[config.mk]
export PLATFORM = sky130hd
export DESIGN_NAME = touch_feedback
export DESIGN_NICKNAME = d
export VERILOG_FILES = /design/src/touch_feedback_pkg.sv /design/src/buzzer_tone.sv /design/src/touch_feedback.sv
export SDC_FILE = /design/constraint.sdc
export NUM_CORES = 1
export LEC_CHECK = 0
export BUFFER_PORTS_ARGS = -buffer_cell sky130_fd_sc_hd__buf_2
export CAP_MARGIN = 30
export CORE_MARGIN = 8
export CORE_UTILIZATION = 24
export DETAILED_ROUTE_END_ITERATION = 8
export PLACE_DENSITY = 0.37
export SLEW_MARGIN = 20
export SYNTH_ARGS = -nofsm -noshare
export SYNTH_HDL_FRONTEND = slang
export SYNTH_SLANG_ARGS = --single-unit
[constraint.sdc]
create_clock -name clock_i -period 2 [get_ports clock_i]
set_clock_uncertainty 0.2 [all_clocks]
set_input_delay 0.3 -clock clock_i [delete_from_list [all_inputs] [get_ports clock_i]]
set_output_delay 0.3 -clock clock_i [all_outputs]
set_load 0.01 [all_outputs]
[src/touch_feedback_pkg.sv]
// Function
// Toggle mode: each new button touch inverts that button's LED state.
// Toggle mode: each button touch starts a 4 kHz buzzer tone for 100 ms.
// Brightness mode: untouched LEDs run PWM at 7 percent on-time.
// Brightness mode: a touched button's LED runs PWM at 93 percent on-time.
// Proximity mode: button or loop touch gives a 1 kHz tone for 1 s.
// Proximity sensor is classified as off, hovering or touched.
// Proximity buzzer fires only on entering touched, never on hovering.
// I2C slave answers at 7-bit address 0x37; host may run 400 kHz.
// Proximity mode: a touched button's LED is on while the touch lasts.
// A hovering object lights the dedicated proximity LED.
// While hovering, the proximity LED is brighter than when off.
// Tone is a 50 percent square wave from a clock divider, timed out.
// Toggles and buzzer fire once per touch rising edge, not while held.
package touch_feedback_pkg;

  // ---------------------------------------------------------------------
  // Clock and sizes
  // ---------------------------------------------------------------------
  localparam int unsigned CLK_HZ      = 25_000_000;
  localparam int unsigned BTN_N       = 4;
  localparam int unsigned CNT_W       = 25;
  localparam int unsigned I2C_BUS_KHZ = 400;
  localparam logic [6:0]  I2C_ADDR    = 7'h37;

  // ---------------------------------------------------------------------
  // Buzzer profiles
  // ---------------------------------------------------------------------
  localparam int unsigned TOG_TONE_HZ  = 4000;
  localparam int unsigned TOG_BUZZ_MS  = 100;
  localparam int unsigned PRX_TONE_HZ  = 1000;
  localparam int unsigned PRX_BUZZ_MS  = 1000;
  localparam int unsigned TOG_HALF_CYC = CLK_HZ / (2 * TOG_TONE_HZ);
  localparam int unsigned PRX_HALF_CYC = CLK_HZ / (2 * PRX_TONE_HZ);
  localparam int unsigned TOG_DUR_CYC  = (CLK_HZ / 1000) * TOG_BUZZ_MS;
  localparam int unsigned PRX_DUR_CYC  = (CLK_HZ / 1000) * PRX_BUZZ_MS;

  // ---------------------------------------------------------------------
  // PWM: 100 steps of 10 us, 1 kHz frame
  // ---------------------------------------------------------------------
  localparam int unsigned PWM_STEP_US  = 10;
  localparam int unsigned PWM_STEP_CYC = (CLK_HZ / 1_000_000) * PWM_STEP_US;
  localparam logic [6:0]  PWM_LAST     = 7'h63;
  localparam logic [6:0]  DUTY_IDLE    = 7'h07;
  localparam logic [6:0]  DUTY_TOUCH   = 7'h5D;

  // ---------------------------------------------------------------------
  // I2C byte layouts and reset values
  // ---------------------------------------------------------------------
  localparam int unsigned CFG_MODE_BIT  = 0;
  localparam logic [7:0]  CFG_RESET     = 8'h00;
  localparam int unsigned STAT_LED_LSB  = 0;
  localparam int unsigned STAT_PRX_LSB  = 4;
  localparam int unsigned STAT_BUZZ_BIT = 7;
  localparam logic [3:0]  BITS_PER_BYTE = 4'h8;

  // ---------------------------------------------------------------------
  // State encodings
  // ---------------------------------------------------------------------
  typedef enum logic [2:0] {
    PROX_OFF   = 3'b001,
    PROX_HOVER = 3'b010,
    PROX_TOUCH = 3'b100
  } prox_t;

  typedef enum logic [6:0] {
    I2C_IDLE  = 7'b0000001,
    I2C_HDR   = 7'b0000010,
    I2C_ACK_A = 7'b0000100,
    I2C_WDATA = 7'b0001000,
    I2C_ACK_W = 7'b0010000,
    I2C_RDATA = 7'b0100000,
    I2C_ACK_R = 7'b1000000
  } i2c_st_t;

endpackage
[src/buzzer_tone.sv]
`timescale 1ns/1ps
`default_nettype none
module buzzer_tone
  import touch_feedback_pkg::*;
#(
  parameter int unsigned HALF_SHORT = TOG_HALF_CYC,
  parameter int unsigned HALF_LONG  = PRX_HALF_CYC,
  parameter int unsigned DUR_SHORT  = TOG_DUR_CYC,
  parameter int unsigned DUR_LONG   = PRX_DUR_CYC
) (
  input  wire logic clock_i,
  input  wire logic sys_rst_i,
  input  wire logic clk_en_i,
  input  wire logic start_i,
  input  wire logic long_i,
  output var  logic tone_o,
  output var  logic busy_o
);

  typedef struct packed {
    logic             active;
    logic             long_sel;
    logic             tone;
    logic [CNT_W-1:0] half_cnt;
    logic [CNT_W-1:0] dur_cnt;
  } bz_t;

  bz_t q, d;
  logic [CNT_W-1:0] half_lim;
  logic [CNT_W-1:0] dur_lim;

  // ---------------------------------------------------------------------
  // Divider and duration timer
  // ---------------------------------------------------------------------
  // A new start restarts the tone, so rapid touches extend the feedback
  always_comb begin
    half_lim = q.long_sel ? CNT_W'(HALF_LONG - 1) : CNT_W'(HALF_SHORT - 1);
    dur_lim  = q.long_sel ? CNT_W'(DUR_LONG - 1) : CNT_W'(DUR_SHORT - 1);
    d = q;
    if (start_i) begin
      d.active   = 1'b1;
      d.long_sel = long_i;
      d.tone     = 1'b1;
      d.half_cnt = '0;
      d.dur_cnt  = '0;
    end else if (q.active) begin
      d.dur_cnt = q.dur_cnt + CNT_W'(1);
      if (q.half_cnt == half_lim) begin
        d.half_cnt = '0;
        d.tone     = ~q.tone;
      end else begin
        d.half_cnt = q.half_cnt + CNT_W'(1);
      end
      if (q.dur_cnt == dur_lim) begin
        d.active = 1'b0;
        d.tone   = 1'b0;
      end
    end
  end

  // State register
  always_ff @(posedge clock_i) begin
    if (sys_rst_i) begin
      q <= '0;
    end else if (clk_en_i) begin
      q <= d;
    end
  end

  assign tone_o = q.tone;
  assign busy_o = q.active;

endmodule // buzzer_tone
`default_nettype wire

[src/touch_feedback.sv]
`timescale 1ns/1ps
`default_nettype none
module touch_feedback
  import touch_feedback_pkg::*;
#(
  parameter int unsigned TOG_HALF_P = TOG_HALF_CYC,
  parameter int unsigned PRX_HALF_P = PRX_HALF_CYC,
  parameter int unsigned TOG_DUR_P  = TOG_DUR_CYC,
  parameter int unsigned PRX_DUR_P  = PRX_DUR_CYC
) (
  input  wire logic             clock_i,
  input  wire logic             sys_rst_i,
  input  wire logic             clk_en_i,
  input  wire logic [BTN_N-1:0] btn_touch_i,
  input  wire logic             prox_hover_i,
  input  wire logic             prox_touch_i,
  input  wire logic             scl_i,
  input  wire logic             sda_i,
  output var  logic             sda_o,
  output var  logic             sda_oe_n_o,
  output var  logic [BTN_N-1:0] led_o,
  output var  logic             prox_led_o,
  output var  logic [2:0]       prox_state_o,
  output var  logic             prox_mode_o,
  output var  logic             buzzer_o
);

  // ---------------------------------------------------------------------
  // State
  // ---------------------------------------------------------------------
  typedef struct packed {
    logic [BTN_N-1:0] btn_s1;
    logic [BTN_N-1:0] btn_s2;
    logic [BTN_N-1:0] btn_prev;
    logic             hov_s1;
    logic             hov_s2;
    logic             tch_s1;
    logic             tch_s2;
    logic             scl_s1;
    logic             scl_s2;
    logic             scl_prev;
    logic             sda_s1;
    logic             sda_s2;
    logic             sda_prev;
    prox_t            prox;
    logic [BTN_N-1:0] toggle;
    logic [7:0]       pwm_pre;
    logic [6:0]       pwm_phase;
    logic [BTN_N-1:0] led;
    logic             prox_led;
    i2c_st_t          ist;
    logic [3:0]       bitcnt;
    logic [7:0]       shreg;
    logic [7:0]       txreg;
    logic [7:0]       cfg;
    logic             sda_oe_n;
    logic             buzz_start;
    logic             buzz_long;
  } state_t;

  state_t q, d;
  logic   buzz_busy;
  logic   buzz_tone;

  // ---------------------------------------------------------------------
  // Helpers
  // ---------------------------------------------------------------------
  // PWM compare, shared by the button LEDs and the proximity LED
  function automatic logic pwm_on(input logic [6:0] phase,
                                  input logic       bright);
    pwm_on = bright ? (phase < DUTY_TOUCH) : (phase < DUTY_IDLE);
  endfunction

  // Proximity classification from the two sensing levels
  function automatic prox_t prox_class(input logic hov, input logic tch);
    if (tch) begin
      prox_class = PROX_TOUCH;
    end else if (hov) begin
      prox_class = PROX_HOVER;
    end else begin
      prox_class = PROX_OFF;
    end
  endfunction

  // ---------------------------------------------------------------------
  // Next-state logic
  // ---------------------------------------------------------------------
  logic             mode_prox;
  logic [BTN_N-1:0] btn_rise;
  logic             prox_enter_touch;
  logic             scl_rise;
  logic             scl_fall;
  logic             i2c_start;
  logic             i2c_stop;
  logic [7:0]       status;
  prox_t            prox_nx;
  logic             led_bright;

  always_comb begin
    d = q;
    led_bright = 1'b0;

    // Two-stage synchronisers; stage one feeds stage two only
    d.btn_s1   = btn_touch_i;
    d.btn_s2   = q.btn_s1;
    d.btn_prev = q.btn_s2;
    d.hov_s1   = prox_hover_i;
    d.hov_s2   = q.hov_s1;
    d.tch_s1   = prox_touch_i;
    d.tch_s2   = q.tch_s1;
    d.scl_s1   = scl_i;
    d.scl_s2   = q.scl_s1;
    d.scl_prev = q.scl_s2;
    d.sda_s1   = sda_i;
    d.sda_s2   = q.sda_s1;
    d.sda_prev = q.sda_s2;

    mode_prox = q.cfg[CFG_MODE_BIT];
    btn_rise  = q.btn_s2 & ~q.btn_prev;

    // Proximity state machine
    prox_nx = prox_class(q.hov_s2, q.tch_s2);
    prox_enter_touch = 1'b0;
    unique case (q.prox)
      PROX_OFF:   prox_enter_touch = (prox_nx == PROX_TOUCH);
      PROX_HOVER: prox_enter_touch = (prox_nx == PROX_TOUCH);
      PROX_TOUCH: prox_enter_touch = 1'b0;
    endcase
    d.prox = prox_nx;

    // Toggle state flips once per touch edge, only in toggle mode
    if (!mode_prox) begin
      d.toggle = q.toggle ^ btn_rise;
    end

    // Buzzer trigger: profile chosen by the mode at trigger time
    d.buzz_long  = mode_prox;
    d.buzz_start = mode_prox ? ((|btn_rise) || prox_enter_touch)
                             : (|btn_rise);

    // PWM timebase: 10 us steps, 100 steps per frame
    if (q.pwm_pre == 8'(PWM_STEP_CYC - 1)) begin
      d.pwm_pre = 8'h00;
      d.pwm_phase = (q.pwm_phase == PWM_LAST) ? 7'h00
                                              : q.pwm_phase + 7'h01;
    end else begin
      d.pwm_pre = q.pwm_pre + 8'h01;
    end

    // LED drive; toggle mode is full on/off, no dimming
    for (int i = 0; i < BTN_N; i++) begin
      if (mode_prox) begin
        d.led[i] = pwm_on(q.pwm_phase, q.btn_s2[i]);
      end else begin
        d.led[i] = q.toggle[i];
      end
    end
    led_bright = (q.prox != PROX_OFF);
    if (mode_prox) begin
      d.prox_led = pwm_on(q.pwm_phase, led_bright);
    end else begin
      d.prox_led = led_bright;
    end

    // Status byte returned on I2C reads
    status = 8'h00;
    status[STAT_LED_LSB +: BTN_N] = mode_prox ? q.btn_s2 : q.toggle;
    status[STAT_PRX_LSB +: 3]     = q.prox;
    status[STAT_BUZZ_BIT]         = buzz_busy;

    // I2C slave; SDA changes only while SCL is low
    scl_rise  = q.scl_s2 & ~q.scl_prev;
    scl_fall  = ~q.scl_s2 & q.scl_prev;
    i2c_start = q.scl_s2 & q.scl_prev & q.sda_prev & ~q.sda_s2;
    i2c_stop  = q.scl_s2 & q.scl_prev & ~q.sda_prev & q.sda_s2;

    if (i2c_start) begin
      d.ist      = I2C_HDR;
      d.bitcnt   = 4'h0;
      d.sda_oe_n = 1'b1;
    end else if (i2c_stop) begin
      d.ist      = I2C_IDLE;
      d.sda_oe_n = 1'b1;
    end else begin
      unique case (q.ist)
        I2C_IDLE: begin
          d.sda_oe_n = 1'b1;
        end
        I2C_HDR, I2C_WDATA: begin
          if (scl_rise && q.bitcnt != BITS_PER_BYTE) begin
            d.shreg  = {q.shreg[6:0], q.sda_s2};
            d.bitcnt = q.bitcnt + 4'h1;
          end else if (scl_fall && q.bitcnt == BITS_PER_BYTE) begin
            if (q.ist == I2C_WDATA) begin
              d.cfg      = q.shreg;
              d.sda_oe_n = 1'b0;
              d.ist      = I2C_ACK_W;
            end else if (q.shreg[7:1] == I2C_ADDR) begin
              d.sda_oe_n = 1'b0;
              d.ist      = I2C_ACK_A;
            end else begin
              d.ist = I2C_IDLE;
            end
          end
        end
        I2C_ACK_A: begin
          if (scl_fall) begin
            d.bitcnt = 4'h0;
            if (q.shreg[0]) begin
              d.txreg    = status;
              d.sda_oe_n = status[7];
              d.bitcnt   = 4'h1;
              d.ist      = I2C_RDATA;
            end else begin
              d.sda_oe_n = 1'b1;
              d.ist      = I2C_WDATA;
            end
          end
        end
        I2C_ACK_W: begin
          if (scl_fall) begin
            d.sda_oe_n = 1'b1;
            d.bitcnt   = 4'h0;
            d.ist      = I2C_WDATA;
          end
        end
        I2C_RDATA: begin
          if (scl_fall) begin
            if (q.bitcnt == BITS_PER_BYTE) begin
              d.sda_oe_n = 1'b1;
              d.ist      = I2C_ACK_R;
            end else begin
              d.txreg    = {q.txreg[6:0], 1'b0};
              d.sda_oe_n = q.txreg[6];
              d.bitcnt   = q.bitcnt + 4'h1;
            end
          end
        end
        I2C_ACK_R: begin
          // Master ACK keeps reading the status byte; NACK ends the read
          if (scl_rise) begin
            d.shreg[0] = q.sda_s2;
          end else if (scl_fall) begin
            if (!q.shreg[0]) begin
              d.txreg    = status;
              d.sda_oe_n = status[7];
              d.bitcnt   = 4'h1;
              d.ist      = I2C_RDATA;
            end else begin
              d.ist = I2C_IDLE;
            end
          end
        end
      endcase
    end
  end

  // ---------------------------------------------------------------------
  // State register
  // ---------------------------------------------------------------------
  // Reset releases SDA and parks every FSM; sync stages read idle-high bus
  always_ff @(posedge clock_i) begin
    if (sys_rst_i) begin
      q          <= '0;
      q.prox     <= PROX_OFF;
      q.ist      <= I2C_IDLE;
      q.cfg      <= CFG_RESET;
      q.sda_oe_n <= 1'b1;
      q.scl_s1   <= 1'b1;
      q.scl_s2   <= 1'b1;
      q.scl_prev <= 1'b1;
      q.sda_s1   <= 1'b1;
      q.sda_s2   <= 1'b1;
      q.sda_prev <= 1'b1;
    end else if (clk_en_i) begin
      q <= d;
    end
  end

  // ---------------------------------------------------------------------
  // Buzzer
  // ---------------------------------------------------------------------
  buzzer_tone #(
    .HALF_SHORT (TOG_HALF_P),
    .HALF_LONG  (PRX_HALF_P),
    .DUR_SHORT  (TOG_DUR_P),
    .DUR_LONG   (PRX_DUR_P)
  ) u_buzzer (
    .clock_i   (clock_i),
    .sys_rst_i (sys_rst_i),
    .clk_en_i  (clk_en_i),
    .start_i   (q.buzz_start),
    .long_i    (q.buzz_long),
    .tone_o    (buzz_tone),
    .busy_o    (buzz_busy)
  );

  // ---------------------------------------------------------------------
  // Outputs, registered apart from the tied-low sda_o
  // ---------------------------------------------------------------------
  assign sda_o        = 1'b0; // Open drain: only ever pulls low
  assign sda_oe_n_o   = q.sda_oe_n;
  assign led_o        = q.led;
  assign prox_led_o   = q.prox_led;
  assign prox_state_o = q.prox;
  assign prox_mode_o  = q.cfg[CFG_MODE_BIT];
  assign buzzer_o     = buzz_tone;

endmodule // touch_feedback
`default_nettype wire

==> results of run 1 <==
[registers in the layout (all words and copies together) (netlist names), 3 cells and up]
register,cells
u_buzzer.q,51
prox_state_o,3
q,55
led_o,4
d,14
[Yosys cell counts (all sizes together), types with 8 or more instances]
cell,number
dfxtp,132
nor2,118
nand2,76
nand3,47
mux2i,41
a21oi,35
o21ai,29
xor2,25
buf,24
nor3,22
clkbuf,20
nand4,19
or3,16
and3,15
xnor2,15
inv,14
nor2b,10
nor4,10
nand2b,9
nor4b,9
a21o,8
[cell type report]
type                       count  area, um^2
fill                        2892       18000
multi-input combinational    600        4170
sequential                   132        2680
timing repair buffer         188        1510
clock buffer                  19         453
tap                          346         433
clock inverter                13         194
inverter                      15        56.3
[placed cells by master (no fill, tap or decap), types with 8 or more instances in the layout]
cell / count
buf_4: 140
dfxtp_1: 113
nor2_1: 111
nand2_1: 74
nand3_1: 41
mux2i_1: 41
a21oi_1: 30
xor2_1: 23
buf_2: 21
nand4_1: 18
clkbuf_16: 18
o21ai_0: 17
xnor2_1: 15
inv_1: 14
nor3_1: 14
or3_1: 14
buf_6: 13
dfxtp_2: 12
and3_1: 11
nor2b_1: 9
nand2b_1: 8
a21o_1: 8
dlygate4sd3_1: 8
[power by group]
| group | switching, mW | internal (mW) |
|---|---|---|
| Sequential | 0.0335 | 2.66 |
| Combinational | 0.236 | 0.201 |
| Clock | 1.31 | 2.17 |
[through the flow]
stage / hold WS [ns] / power [mW] / instances
floorplan: 0.222 / 2.99 / 789
global placement: 0.243 / 3.17 / 1249
detailed placement: 0.253 / 3.16 / 1249
CTS: 0.0260 / 6.73 / 1300
global route: 0.0540 / 6.89 / 1313
finish: 0.0284 / 6.61 / 1313
[worst max-delay path by stage]
stage	to	slack [ns]	depth (start not counted)
final	q[29]$_SDFFE_PP0P_	-0.09	6
after global routing	q[32]$_SDFFE_PP0P_	-0.15	9
after CTS	q[29]$_SDFFE_PP0P_	-0.07	6
after detailed placement	q[29]$_SDFFE_PP0P_	-0.15	6
after global placement	q[29]$_SDFFE_PP0P_	-0.15	6
after floorplan	q[33]$_SDFFE_PP0P_	-0.05	7
[routing by layer]
metal	track usage (%)	share of wire, %
met4	3.48	1.1
met2	17.7	46
met5	0	0
met1	14.7	51
met3	2.62	2.3
[cell families (layout without fill, tap and decap cells)]
logic type               Yosys count  in the layout  synth area share [%]
buffers and inverters             59            235                  4.26
AND/OR/NAND/NOR                  380            381                  29.6
flip-flops                       132            132                  39.8
adder cells (fa/ha/maj)            7              7                  1.32
multiplexers                      43             43                  6.52
XOR/XNOR                          40             40                  5.28
other                              1              1                0.0565
AO/OA/AOI/OAI                    127            128                  13.1
[critical path: stages (launching register included)]
cell	delay [ns]
dfxtp_4	0.38
nor2b_4	0.14
a221o_1	0.40
and3_1	0.20
o2111a_2	0.31
and4b_1	0.19
a21o_1	0.14
[timing repair]
item,4_1_cts,5_1_grt
hold buffers,8,0
endpoints found under the hold margin,8,0
cloned,1,3
resized for setup,36,92
setup endpoints to repair,39,70
pin swaps,22,43
buffers inserted,10,12
==> PnR_summary.wiki, run 1 <==
{| class="wikitable"
! Metric !! Value
|-
| Run status || finished, violations left
|-
| Failing checks || setup timing
|-
| Die Y || 182 um
|-
| Post-route DRC || 0
|-
| Number of maximum-capacitance constraint violations || 0
|-
| Cell types with the largest area share after synthesis || dfxtp_1, nor2_1, mux2i_1, nand2_1, nand3_1
|-
| Worst Path Max Fanout || 7
|-
| Reg2reg path depth || 6
|-
| Post-synthesis cell type with the largest combined area || dfxtp_1
|-
| Total routing usage reported by global routing || 11.2%
|-
| Die boundary width || 182 um
|-
| Cell row count || 61
|-
| Count of different cell masters after synthesis || 73
|-
| Worst slack, placed || -0.147 ns
|-
| Worst path setup slack after routing || -0.0867 ns
|-
| Post-route cell area || 0.00950 mm^2
|-
| Flip-flop and latch count after synthesis || 132
|-
| Fraction of registers with async set/reset || 0%
|-
| Max frequency || 479 MHz
|-
| Total of buffers placed on input and output ports || 21
|-
| Min-Delay Path Depth || 3
|-
| Placer congestion estimate || 0.753
|-
| Kind of start point of the critical path || flop
|-
| Beginning of the worst hold path || clk_en_i
|-
| Final Slew Violations || 0
|-
| Post-layout minimum cycle time || between 2 and 2.5 ns
|-
| Crit share post-route || 104%
|-
| RR Startpoint || q[33]$_SDFFE_PP0P_
|-
| Post-synth top area share || 39.8%
|-
| Antenna violations before repair || 0
|-
| Clk sink count || 132
|-
| Endpoint class of the critical path || flop
|-
| Clock tree root driver cell || clkbuf_16
|-
| Path category of the worst min-delay check || input pin to flop
|-
| First-pass GRT wire length || 30000 um
|-
| Remaining antenna violation count || 0
|-
| Worst-case vdd ir drop || 510 uV
|-
| Leak pwr || 3.69 nW
|-
| Net count after synthesis || 807
|-
| Average via count per standard cell || 4.57
|-
| Initial core utilization || 24.1%
|-
| Synthesis-to-layout area growth || 43.2%
|-
| Die Outline Area || approximately 0.033 mm^2
|-
| Most used DFF post-synth || dfxtp_1
|-
| Data arrival at the endpoint of the critical path || 2.20 ns
|-
| Worst path required time || 2.12 ns
|-
| Number of vias after detailed routing || around 6000
|-
| Type of the worst setup path || flop to flop
|-
| Maximum number of buffers from clock root to sink || 2
|-
| Headroom to the max-slew limit || 59.1%
|-
| Number of I/O pins || 23
|-
| Count of warnings emitted by yosys || 0
|-
| Placeable core region || 0.0275 mm^2
|-
| Setup Viol. Count Final || 11
|-
| Number of flops mapped to enable cells by yosys || 0
|-
| Start point of the critical path || q[33]$_SDFFE_PP0P_
|-
| ANT cells || 0
|-
| Mean instance size in the synthesized netlist || 8.41 um^2
|-
| Final total negative setup slack || -0.350 ns
|-
| Final Util || between 30% and 40%
|-
| Worst reg2reg setup slack || -0.09 ns
|-
| Share of post-route cells with drive strength above 1 || around a third
|-
| Largest net degree at the start of global routing || 41
|-
| Mapped cell area || 0.00664 mm^2
|-
| H-tree depth || 4
|-
| Transition time at the pin with the least slew margin || ~0.6 ns
|-
| Drt first pass iters || 4
|-
| Routed wire length || 18300 um
|-
| End of the worst register-to-register path || q[29]$_SDFFE_PP0P_
|-
| Number of hold violations in the final report || 0
|-
| Post-synthesis sequential area ratio || between 30% and 40%
|-
| CTS clk-pin slew, worst paths || 0.06 ns
|-
| Unrepaired setup endpoints after global routing || true
|-
| Final Net Count || 972
|-
| Hold worst-path end || d[71]$_SDFFE_PP0P_
|-
| Number of global-route vias before repair || 5861
|-
| Post-Synthesis Cells || 789
|-
| Final global-route overflow total || 0
|-
| Cell area after placement || slightly above 0.008 mm^2
|-
| Average wire length per cell after detail routing || 14.0 um
|-
| Starting DRT DRC Count || 240
|-
| Insertion delay of the later-clocked pin in the worst-skew pair || about 0.42 ns
|-
| Power density of the placed cells || 696 mW/mm^2
|-
| Number of buffers created by CTS || 17
|-
| DP Wirelength || 12500 um
|-
| TritonCTS clock tree || done
|}
(Power assumes the default switching activity.)
==> inputs of run 2 (changes only) <==
--- a/config.mk
+++ b/config.mk
@@ -7,6 +7,7 @@
 export LEC_CHECK = 0
 export BUFFER_PORTS_ARGS = -buffer_cell sky130_fd_sc_hd__buf_2
 export CAP_MARGIN = 30
+export CORE_ASPECT_RATIO = 0.8
 export CORE_MARGIN = 8
 export CORE_UTILIZATION = 24
 export DETAILED_ROUTE_END_ITERATION = 8
==> run 2 against run 1 <==
- the run still ends with setup timing left
- hold slack better by 0.18 ns
- design area shrank 1.3%
- combinational power decreased by 2%
- core utilization is 0.13 points lower
- via count barely moved
- largest cell class unchanged
==> PnR_summary.wiki, run 2 (synthesis results as in run 1) <==
{| class="wikitable"
! Metric !! Value
|-
| Failing checks || setup timing (unchanged)
|-
| Power density of the placed cells || 703 mW/mm^2 (was 696 mW/mm^2)
|-
| Number of global-route vias before repair || 5730 (was 5861)
|-
| Maximum number of buffers from clock root to sink || 2 (unchanged)
|-
| Endpoint class of the critical path || flop (unchanged)
|-
| Beginning of the worst hold path || clk_en_i (unchanged)
|-
| End of the worst register-to-register path || q[30]$_SDFFE_PP0P_ (was q[29]$_SDFFE_PP0P_)
|-
| Max frequency || 475 MHz (was 479 MHz)
|-
| Die Outline Area || 0.0333 mm^2 (was 0.0332 mm^2)
|-
| Worst path setup slack after routing || -0.104 ns (was -0.0867 ns)
|-
| Min-Delay Path Depth || 5 (was 3)
|-
| Starting DRT DRC Count || 252 (was 240)
|-
| Final Net Count || 963 (was 972)
|-
| Average wire length per cell after detail routing || 13.8 um (was 14.0 um)
|-
| Power dissipated by switching net loads || 1.48 mW (was 1.57 mW)
|-
| Clock tree root driver cell || clkbuf_16 (unchanged)
|-
| Leading cell type in the layout, fill and taps excluded || buf_4 (unchanged)
|-
| H-tree depth || 4 (unchanged)
|-
| Run status || finished, violations left (unchanged)
|-
| Total of buffers placed on input and output ports || 21 (unchanged)
|-
| Net switching share of the total power || 22.5% (was 23.8%)
|-
| CTS clk-pin slew, worst paths || 0.06 ns (about the same)
|-
| Final Slew Violations || 0 (unchanged)
|-
| Transition time at the pin with the least slew margin || 0.538 ns (was 0.606 ns)
|-
| Worst Path Max Fanout || 8 (was 7)
|-
| Largest net degree at the start of global routing || 71 (was 41)
|-
| Number of buffers created by CTS || 17 (unchanged)
|-
| Data arrival at the endpoint of the critical path || 2.22 ns (was 2.20 ns)
|-
| Register name with the most flops || q (unchanged)
|-
| Cell area after placement || 0.00808 mm^2 (was 0.00805 mm^2)
|-
| Kind of start point of the critical path || flop (unchanged)
|-
| Final global-route overflow total || 0 (unchanged)
|-
| Placed Instances || 1264 (was 1249)
|-
| Power share of the clock group || 52.6% (about the same)
|-
| Crit share post-route || 105% (was 104%)
|-
| RR Startpoint || q[35]$_SDFFE_PP0P_ (was q[33]$_SDFFE_PP0P_)
|-
| Remaining antenna violation count || 0 (unchanged)
|-
| Drt first pass iters || 4 (unchanged)
|-
| Combinational fraction of design power || 6.5% (was 6.6%)
|-
| Average via count per standard cell || 4.55 (was 4.57)
|-
| Post-route DRC || 0 (unchanged)
|-
| Setup Viol. Count Final || 27 (was 11)
|-
| Worst reg2reg setup slack || -0.10 ns (was -0.09 ns)
|-
| ANT cells || 0 (unchanged)
|-
| Headroom to the max-slew limit || 63.7% (was 59.1%)
|-
| Unrepaired setup endpoints after global routing || true (unchanged)
|-
| First-pass GRT wire length || 29900 um (was 30000 um)
|-
| Cell row count || 54 (was 61)
|-
| Most frequent cells in the layout || buf_4, nor2_1, dfxtp_1 (was buf_4, dfxtp_1, nor2_1)
|-
| Post-route cell area || 0.00938 mm^2 (was 0.00950 mm^2)
|-
| Placer congestion estimate || 0.724 (was 0.753)
|-
| Routed wire length || 18300 um (about the same)
|-
| Number of I/O pins || 23 (unchanged)
|-
| Initial core utilization || 24.4% (was 24.1%)
|-
| Share of post-route cells with drive strength above 1 || 30.8% (was 32.5%)
|-
| Antenna violations before repair || 0 (unchanged)
|-
| Die boundary width || 202 um (was 182 um)
|-
| Die Y || 165 um (was 182 um)
|-
| Insertion delay of the later-clocked pin in the worst-skew pair || 0.43 ns (was 0.42 ns)
|-
| Internal power || 5.11 mW (was 5.04 mW)
|-
| Reg2reg path depth || 7 (was 6)
|-
| Number of maximum-capacitance constraint violations || 0 (unchanged)
|-
| Post-layout minimum cycle time || 2.10 ns (was 2.09 ns)
|-
| DP Wirelength || 12700 um (was 12500 um)
|-
| Type of the worst setup path || flop to flop (unchanged)
|-
| TritonCTS clock tree || done (unchanged)
|-
| Total routing usage reported by global routing || 11.0% (was 11.2%)
|-
| Clk sink count || 132 (unchanged)
|-
| Placeable core region || 0.0272 mm^2 (was 0.0275 mm^2)
|-
| Filler-free cell count of the finished design || 1321 (was 1313)
|-
| Number of vias after detailed routing || 6006 (was 6004)
|-
| Number of flip-flops under the largest register name || 55 (unchanged)
|-
| Path category of the worst min-delay check || input pin to flop (unchanged)
|-
| Leak pwr || 3.65 nW (was 3.69 nW)
|-
| Worst-case vdd ir drop || 584 uV (was 510 uV)
|-
| Proportion of power drawn by flip-flops and latches || 40.9% (was 40.8%)
|-
| Number of hold violations in the final report || 0 (unchanged)
|-
| Hold worst-path end || q[52]$_SDFFE_PP0P_ (was d[71]$_SDFFE_PP0P_)
|-
| Worst path required time || 2.12 ns (about the same)
|-
| Synthesis-to-layout area growth || 41.4% (was 43.2%)
|}
run 2: changes by cell type in the layout (fill, tap and decap cells not counted), moves of 3 or more:
cell	delta
o311ai_1	+3
clkbuf_8	+3
dfxtp_2	+7
inv_6	-4
dfxtp_1	-8
a21oi_2	-3
buf_6	-3
buf_4	-6
run 2: repair_timing:
item,in CTS,in global routing
gates cloned,0,1
hold buffers,9,0
buffers inserted,7,10
hold endpoints to repair,9,0
gates resized for setup,52,60
setup endpoints to repair,49,71
pin swaps,24,38
run 2: metal layers:
metal  vias up  GRT usage [%]  wire length, um
li1       3124              -                -
met1      2824           15.8            10100
met2        46           15.9             7570
met3        12           2.78              422
met4         0           3.51              221
met5         -              0                0
run 2: cell type report:
| cell class | instances | area [um^2] |
|---|---|---|
| fill | 2851 | 17800 |
| multi-input combinational | 598 | 4050 |
| sequential | 132 | 2700 |
| timing repair buffer | 181 | 1470 |
| clock buffer | 24 | 502 |
| tap | 364 | 455 |
| clock inverter | 7 | 144 |
| inverter | 15 | 56.3 |
run 2: worst max-delay path by stage:
stage	start	to	slack, ns
final	q[35]$_SDFFE_PP0P_	q[30]$_SDFFE_PP0P_	-0.10
after floorplan	q[36]$_SDFFE_PP0P_	q[33]$_SDFFE_PP0P_	-0.05
after detailed placement	u_buzzer.q[43]$_SDFFE_PP0P_	u_buzzer.q[42]$_SDFFE_PP0P_	-0.21
after global placement	q[36]$_SDFFE_PP0P_	q[29]$_SDFFE_PP0P_	-0.17
after CTS	q[33]$_SDFFE_PP0P_	q[29]$_SDFFE_PP0P_	-0.08
after global routing	q[35]$_SDFFE_PP0P_	q[34]$_SDFFE_PP0P_	-0.21
run 2: critical path, cell delays in order (launching register included):
cell,delay [ns]
dfxtp_4,0.36
buf_6,0.12
nor4b_4,0.33
a221o_1,0.25
and3_1,0.18
o2111a_2,0.29
o2bb2ai_1,0.09
a21o_1,0.18
run 2: power groups by stage:
stage | sequential, mW | combinational (mW) | clock [mW]
4_1_cts | 2.70 | 0.428 | 3.57
5_1_grt | 2.70 | 0.472 | 3.68
6_report | 2.70 | 0.429 | 3.47
3_3_place_gp | 2.76 | 0.408 | 0
2_1_floorplan | 2.76 | 0.230 | 0
3_5_place_dp | 2.76 | 0.406 | 0
run 2: per-stage QoR:
stage               hold WS [ns]  worst slack (ns)  total power, mW  TNS (ns)  util (%)
floorplan                  0.222           -0.0503             2.99    -0.247         -
global placement           0.247            -0.169             3.17     -4.27      29.7
CTS                        0.197           -0.0794             6.69    -0.911      33.2
finish                     0.209            -0.104             6.59     -1.31      34.4
detailed placement         0.246            -0.208             3.17     -5.53      29.7
global route               0.237            -0.214             6.86     -4.64      34.4
==> inputs of run 3 (changes only) <==
--- a/config.mk
+++ b/config.mk
@@ -11,6 +11,7 @@
 export CORE_MARGIN = 8
 export CORE_UTILIZATION = 24
 export DETAILED_ROUTE_END_ITERATION = 8
+export GPL_TIMING_DRIVEN = 0
 export PLACE_DENSITY = 0.37
 export SLEW_MARGIN = 20
 export SYNTH_ARGS = -nofsm -noshare
==> constraint.sdc (replaced) <==
create_clock -name clock_i -period 2 [get_ports clock_i]
set_clock_uncertainty 0.2 [all_clocks]
set_input_delay 0.3 -clock clock_i [delete_from_list [all_inputs] [get_ports clock_i]]
set_output_delay 0.3 -clock clock_i [all_outputs]
set_load 0.02 [all_outputs]
==> run 3 against run 2 <==
- the flow still finishes with violations (setup timing)
- clock power about the same
- worst setup slack got worse by 0.026 ns
- largest power group unchanged
- critical endpoint is now q[29]$_SDFFE_PP0P_
- highest routed layer unchanged
- design area is 4.7% lower
==> PnR_summary.wiki, run 3 (synthesis results as in run 1) <==
{| class="wikitable"
! Metric !! Value
|-
| Run status || finished, violations left (unchanged)
|-
| Failing checks || setup timing (unchanged)
|-
| Number of maximum-capacitance constraint violations || 0 (unchanged)
|-
| Post-layout minimum cycle time || 2.13 ns (was 2.10 ns)
|-
| Worst Setup EP || q[29]$_SDFFE_PP0P_ (was q[30]$_SDFFE_PP0P_)
|-
| Most frequent cells in the layout || nor2_1, dfxtp_1, nand2_1 (was buf_4, nor2_1, dfxtp_1)
|-
| Worst-case vdd ir drop || 599 uV (was 584 uV)
|-
| Drt first pass iters || 5 (was 4)
|-
| Initial core utilization || 24.4% (unchanged)
|-
| Remaining antenna violation count || 0 (unchanged)
|-
| Power after layout || 6.55 mW (was 6.59 mW)
|-
| Tightest hold margin || 0.122 ns (was 0.209 ns)
|-
| Type of the worst setup path || flop to flop (unchanged)
|-
| Leading cell type in the layout, fill and taps excluded || nor2_1 (was buf_4)
|-
| Worst path setup slack after routing || -0.130 ns (was -0.104 ns)
|-
| Worst Path Max Fanout || 8 (unchanged)
|-
| Starting DRT DRC Count || 308 (was 252)
|-
| Unrepaired setup endpoints after global routing || true (unchanged)
|-
| First-pass GRT wire length || 31600 um (was 29900 um)
|-
| Number of flip-flops under the largest register name || 55 (unchanged)
|-
| Post-route DRC || 0 (unchanged)
|-
| Average wire length per cell after detail routing || 15.4 um (was 13.8 um)
|-
| Crit share post-route || 106% (was 105%)
|-
| Start point of the critical path || q[36]$_SDFFE_PP0P_ (was q[35]$_SDFFE_PP0P_)
|-
| Average via count per standard cell || 4.69 (was 4.55)
|-
| CTS clk-pin slew, worst paths || 0.06 ns (about the same)
|-
| Register name with the most flops || q (unchanged)
|-
| Placer congestion estimate || 0.751 (was 0.724)
|-
| Number of global-route vias before repair || 5717 (was 5730)
|-
| Die Outline Area || 0.0333 mm^2 (unchanged)
|-
| Data arrival at the endpoint of the critical path || 2.25 ns (was 2.22 ns)
|-
| RR Startpoint || q[36]$_SDFFE_PP0P_ (was q[35]$_SDFFE_PP0P_)
|-
| Highest-utilization routing layer at the global route stage || met2 (unchanged)
|-
| ANT cells || 0 (unchanged)
|-
| DP Wirelength || 12900 um (was 12700 um)
|-
| Antenna violations before repair || 0 (unchanged)
|-
| Leak pwr || 3.32 nW (was 3.65 nW)
|-
| Path category of the worst min-delay check || input pin to flop (unchanged)
|-
| TritonCTS clock tree || done (unchanged)
|-
| Routed wire length || 19400 um (was 18300 um)
|-
| Max frequency || 470 MHz (was 475 MHz)
|-
| Transition time at the pin with the least slew margin || 0.794 ns (was 0.538 ns)
|-
| Fraction of met2 tracks used by global routing || 18.0% (was 15.9%)
|-
| Number of vias after detailed routing || 5904 (was 6006)
|-
| Final total negative setup slack || -0.672 ns (was -1.31 ns)
|-
| Final Slew Violations || 0 (unchanged)
|-
| Global routing usage on met1 || 16.5% (was 15.8%)
|-
| End of the worst register-to-register path || q[29]$_SDFFE_PP0P_ (was q[30]$_SDFFE_PP0P_)
|-
| Kind of start point of the critical path || flop (unchanged)
|-
| Power density of the placed cells || 733 mW/mm^2 (was 703 mW/mm^2)
|-
| Insertion delay of the later-clocked pin in the worst-skew pair || 0.43 ns (about the same)
|-
| Worst slack, placed || -0.608 ns (was -0.208 ns)
|-
| Final Util || 32.8% (was 34.4%)
|-
| Number of buffers created by CTS || 17 (unchanged)
|-
| H-tree depth || 4 (unchanged)
|-
| Endpoint class of the critical path || flop (unchanged)
|-
| Cell row count || 54 (unchanged)
|-
| Headroom to the max-slew limit || 47.1% (was 63.7%)
|-
| Number of I/O pins || 23 (unchanged)
|-
| Largest net degree at the start of global routing || 17 (was 71)
|-
| Die Y || 165 um (unchanged)
|-
| Final Net Count || 899 (was 963)
|-
| Worst path required time || 2.12 ns (about the same)
|-
| Maximum number of buffers from clock root to sink || 2 (unchanged)
|-
| Die boundary width || 202 um (unchanged)
|-
| Final global-route overflow total || 0 (unchanged)
|-
| Reg2reg path depth || 6 (was 7)
|-
| Clk sink count || 132 (unchanged)
|-
| Synthesis-to-layout area growth || 34.7% (was 41.4%)
|-
| Number of hold violations in the final report || 0 (unchanged)
|-
| Setup Viol. Count Final || 11 (was 27)
|-
| Total of buffers placed on input and output ports || 21 (unchanged)
|-
| Placeable core region || 0.0272 mm^2 (unchanged)
|-
| Clock tree root driver cell || clkbuf_16 (unchanged)
|-
| Met3 track utilization from global routing || 2.86% (was 2.78%)
|-
| Worst reg2reg setup slack || -0.13 ns (was -0.10 ns)
|-
| Total routing usage reported by global routing || 11.8% (was 11.0%)
|-
| Share of post-route cells with drive strength above 1 || 28.0% (was 30.8%)
|}
## run 3: cell count changes in the layout (fill, tap and decap cells not counted), moves of 5 or more
cell | before | now
dfxtp_1 | 105 | 91
buf_2 | 20 | 28
dfxtp_2 | 19 | 28
buf_4 | 134 | 50
clkbuf_1 | 2 | 8
dfxtp_4 | 8 | 13
## run 3: worst max-delay path: stages (launching register included)
cell,delay [ns]
dfxtp_4,0.40
xor2_4,0.19
a221o_1,0.39
and3_1,0.17
o2111a_2,0.32
and4b_1,0.20
a21o_1,0.14
## run 3: per-stage QoR
stage          cell area (um^2)  cells
4_1_cts                    8700   1253
3_3_place_gp               7230   1174
6_report                   8940   1258
3_5_place_dp               7230   1174
5_1_grt                    8940   1258
2_1_floorplan              6670    789
## run 3: how the worst min path moves through the flow
stage                       startpoint                  to  slack [ns]  cells past startpoint
floorplan                        sda_i  d[66]$_SDFFE_PP1P_        0.22                      1
global placement    d[69]$_SDFFE_PP1P_  d[68]$_SDFFE_PP1P_        0.25                      1
detailed placement  d[66]$_SDFFE_PP1P_  d[65]$_SDFFE_PP1P_        0.25                      1
CTS                          sys_rst_i  q[36]$_SDFFE_PP0P_         0.1                      4
global route                 sys_rst_i  q[36]$_SDFFE_PP0P_        0.17                      4
finish                       sys_rst_i  q[36]$_SDFFE_PP0P_        0.12                      4
## run 3: where the power goes
part / total, mW / leakage (nW) / switching, mW / internal (mW)
Sequential: 2.70 / 1.09 / 0.0477 / 2.65
Combinational: 0.377 / 1.92 / 0.229 / 0.147
Clock: 3.47 / 0.316 / 1.28 / 2.19
## run 3: layer usage
layer | vias to the layer above | part of all wire, %
met2 | 57 | 43
met3 | 8 | 2.8
met5 | - | 0
met4 | 0 | 0.68
met1 | 2840 | 53
li1 | 2999 | -
## run 3: layout make-up
class                           instances  area (um^2)
Fill cell                            2834        18300
Multi-Input combinational cell        598         4150
Sequential cell                       132         2730
Timing Repair Buffer                   81          657
Clock buffer                           20          467
Tap cell                              364          455
Buffer                                 36          243
Clock inverter                         12          178
Inverter                               15         58.8
## run 3: timing repair
action / 4_1_cts / 5_1_grt
hold buffers: 8 / 0
gates cloned: 2 / 0
pin swaps: 46 / 26
buffers inserted: 41 / 11
endpoints found under the setup margin: 100 / 85
gates resized for setup: 105 / 79
hold endpoints to repair: 8 / 0
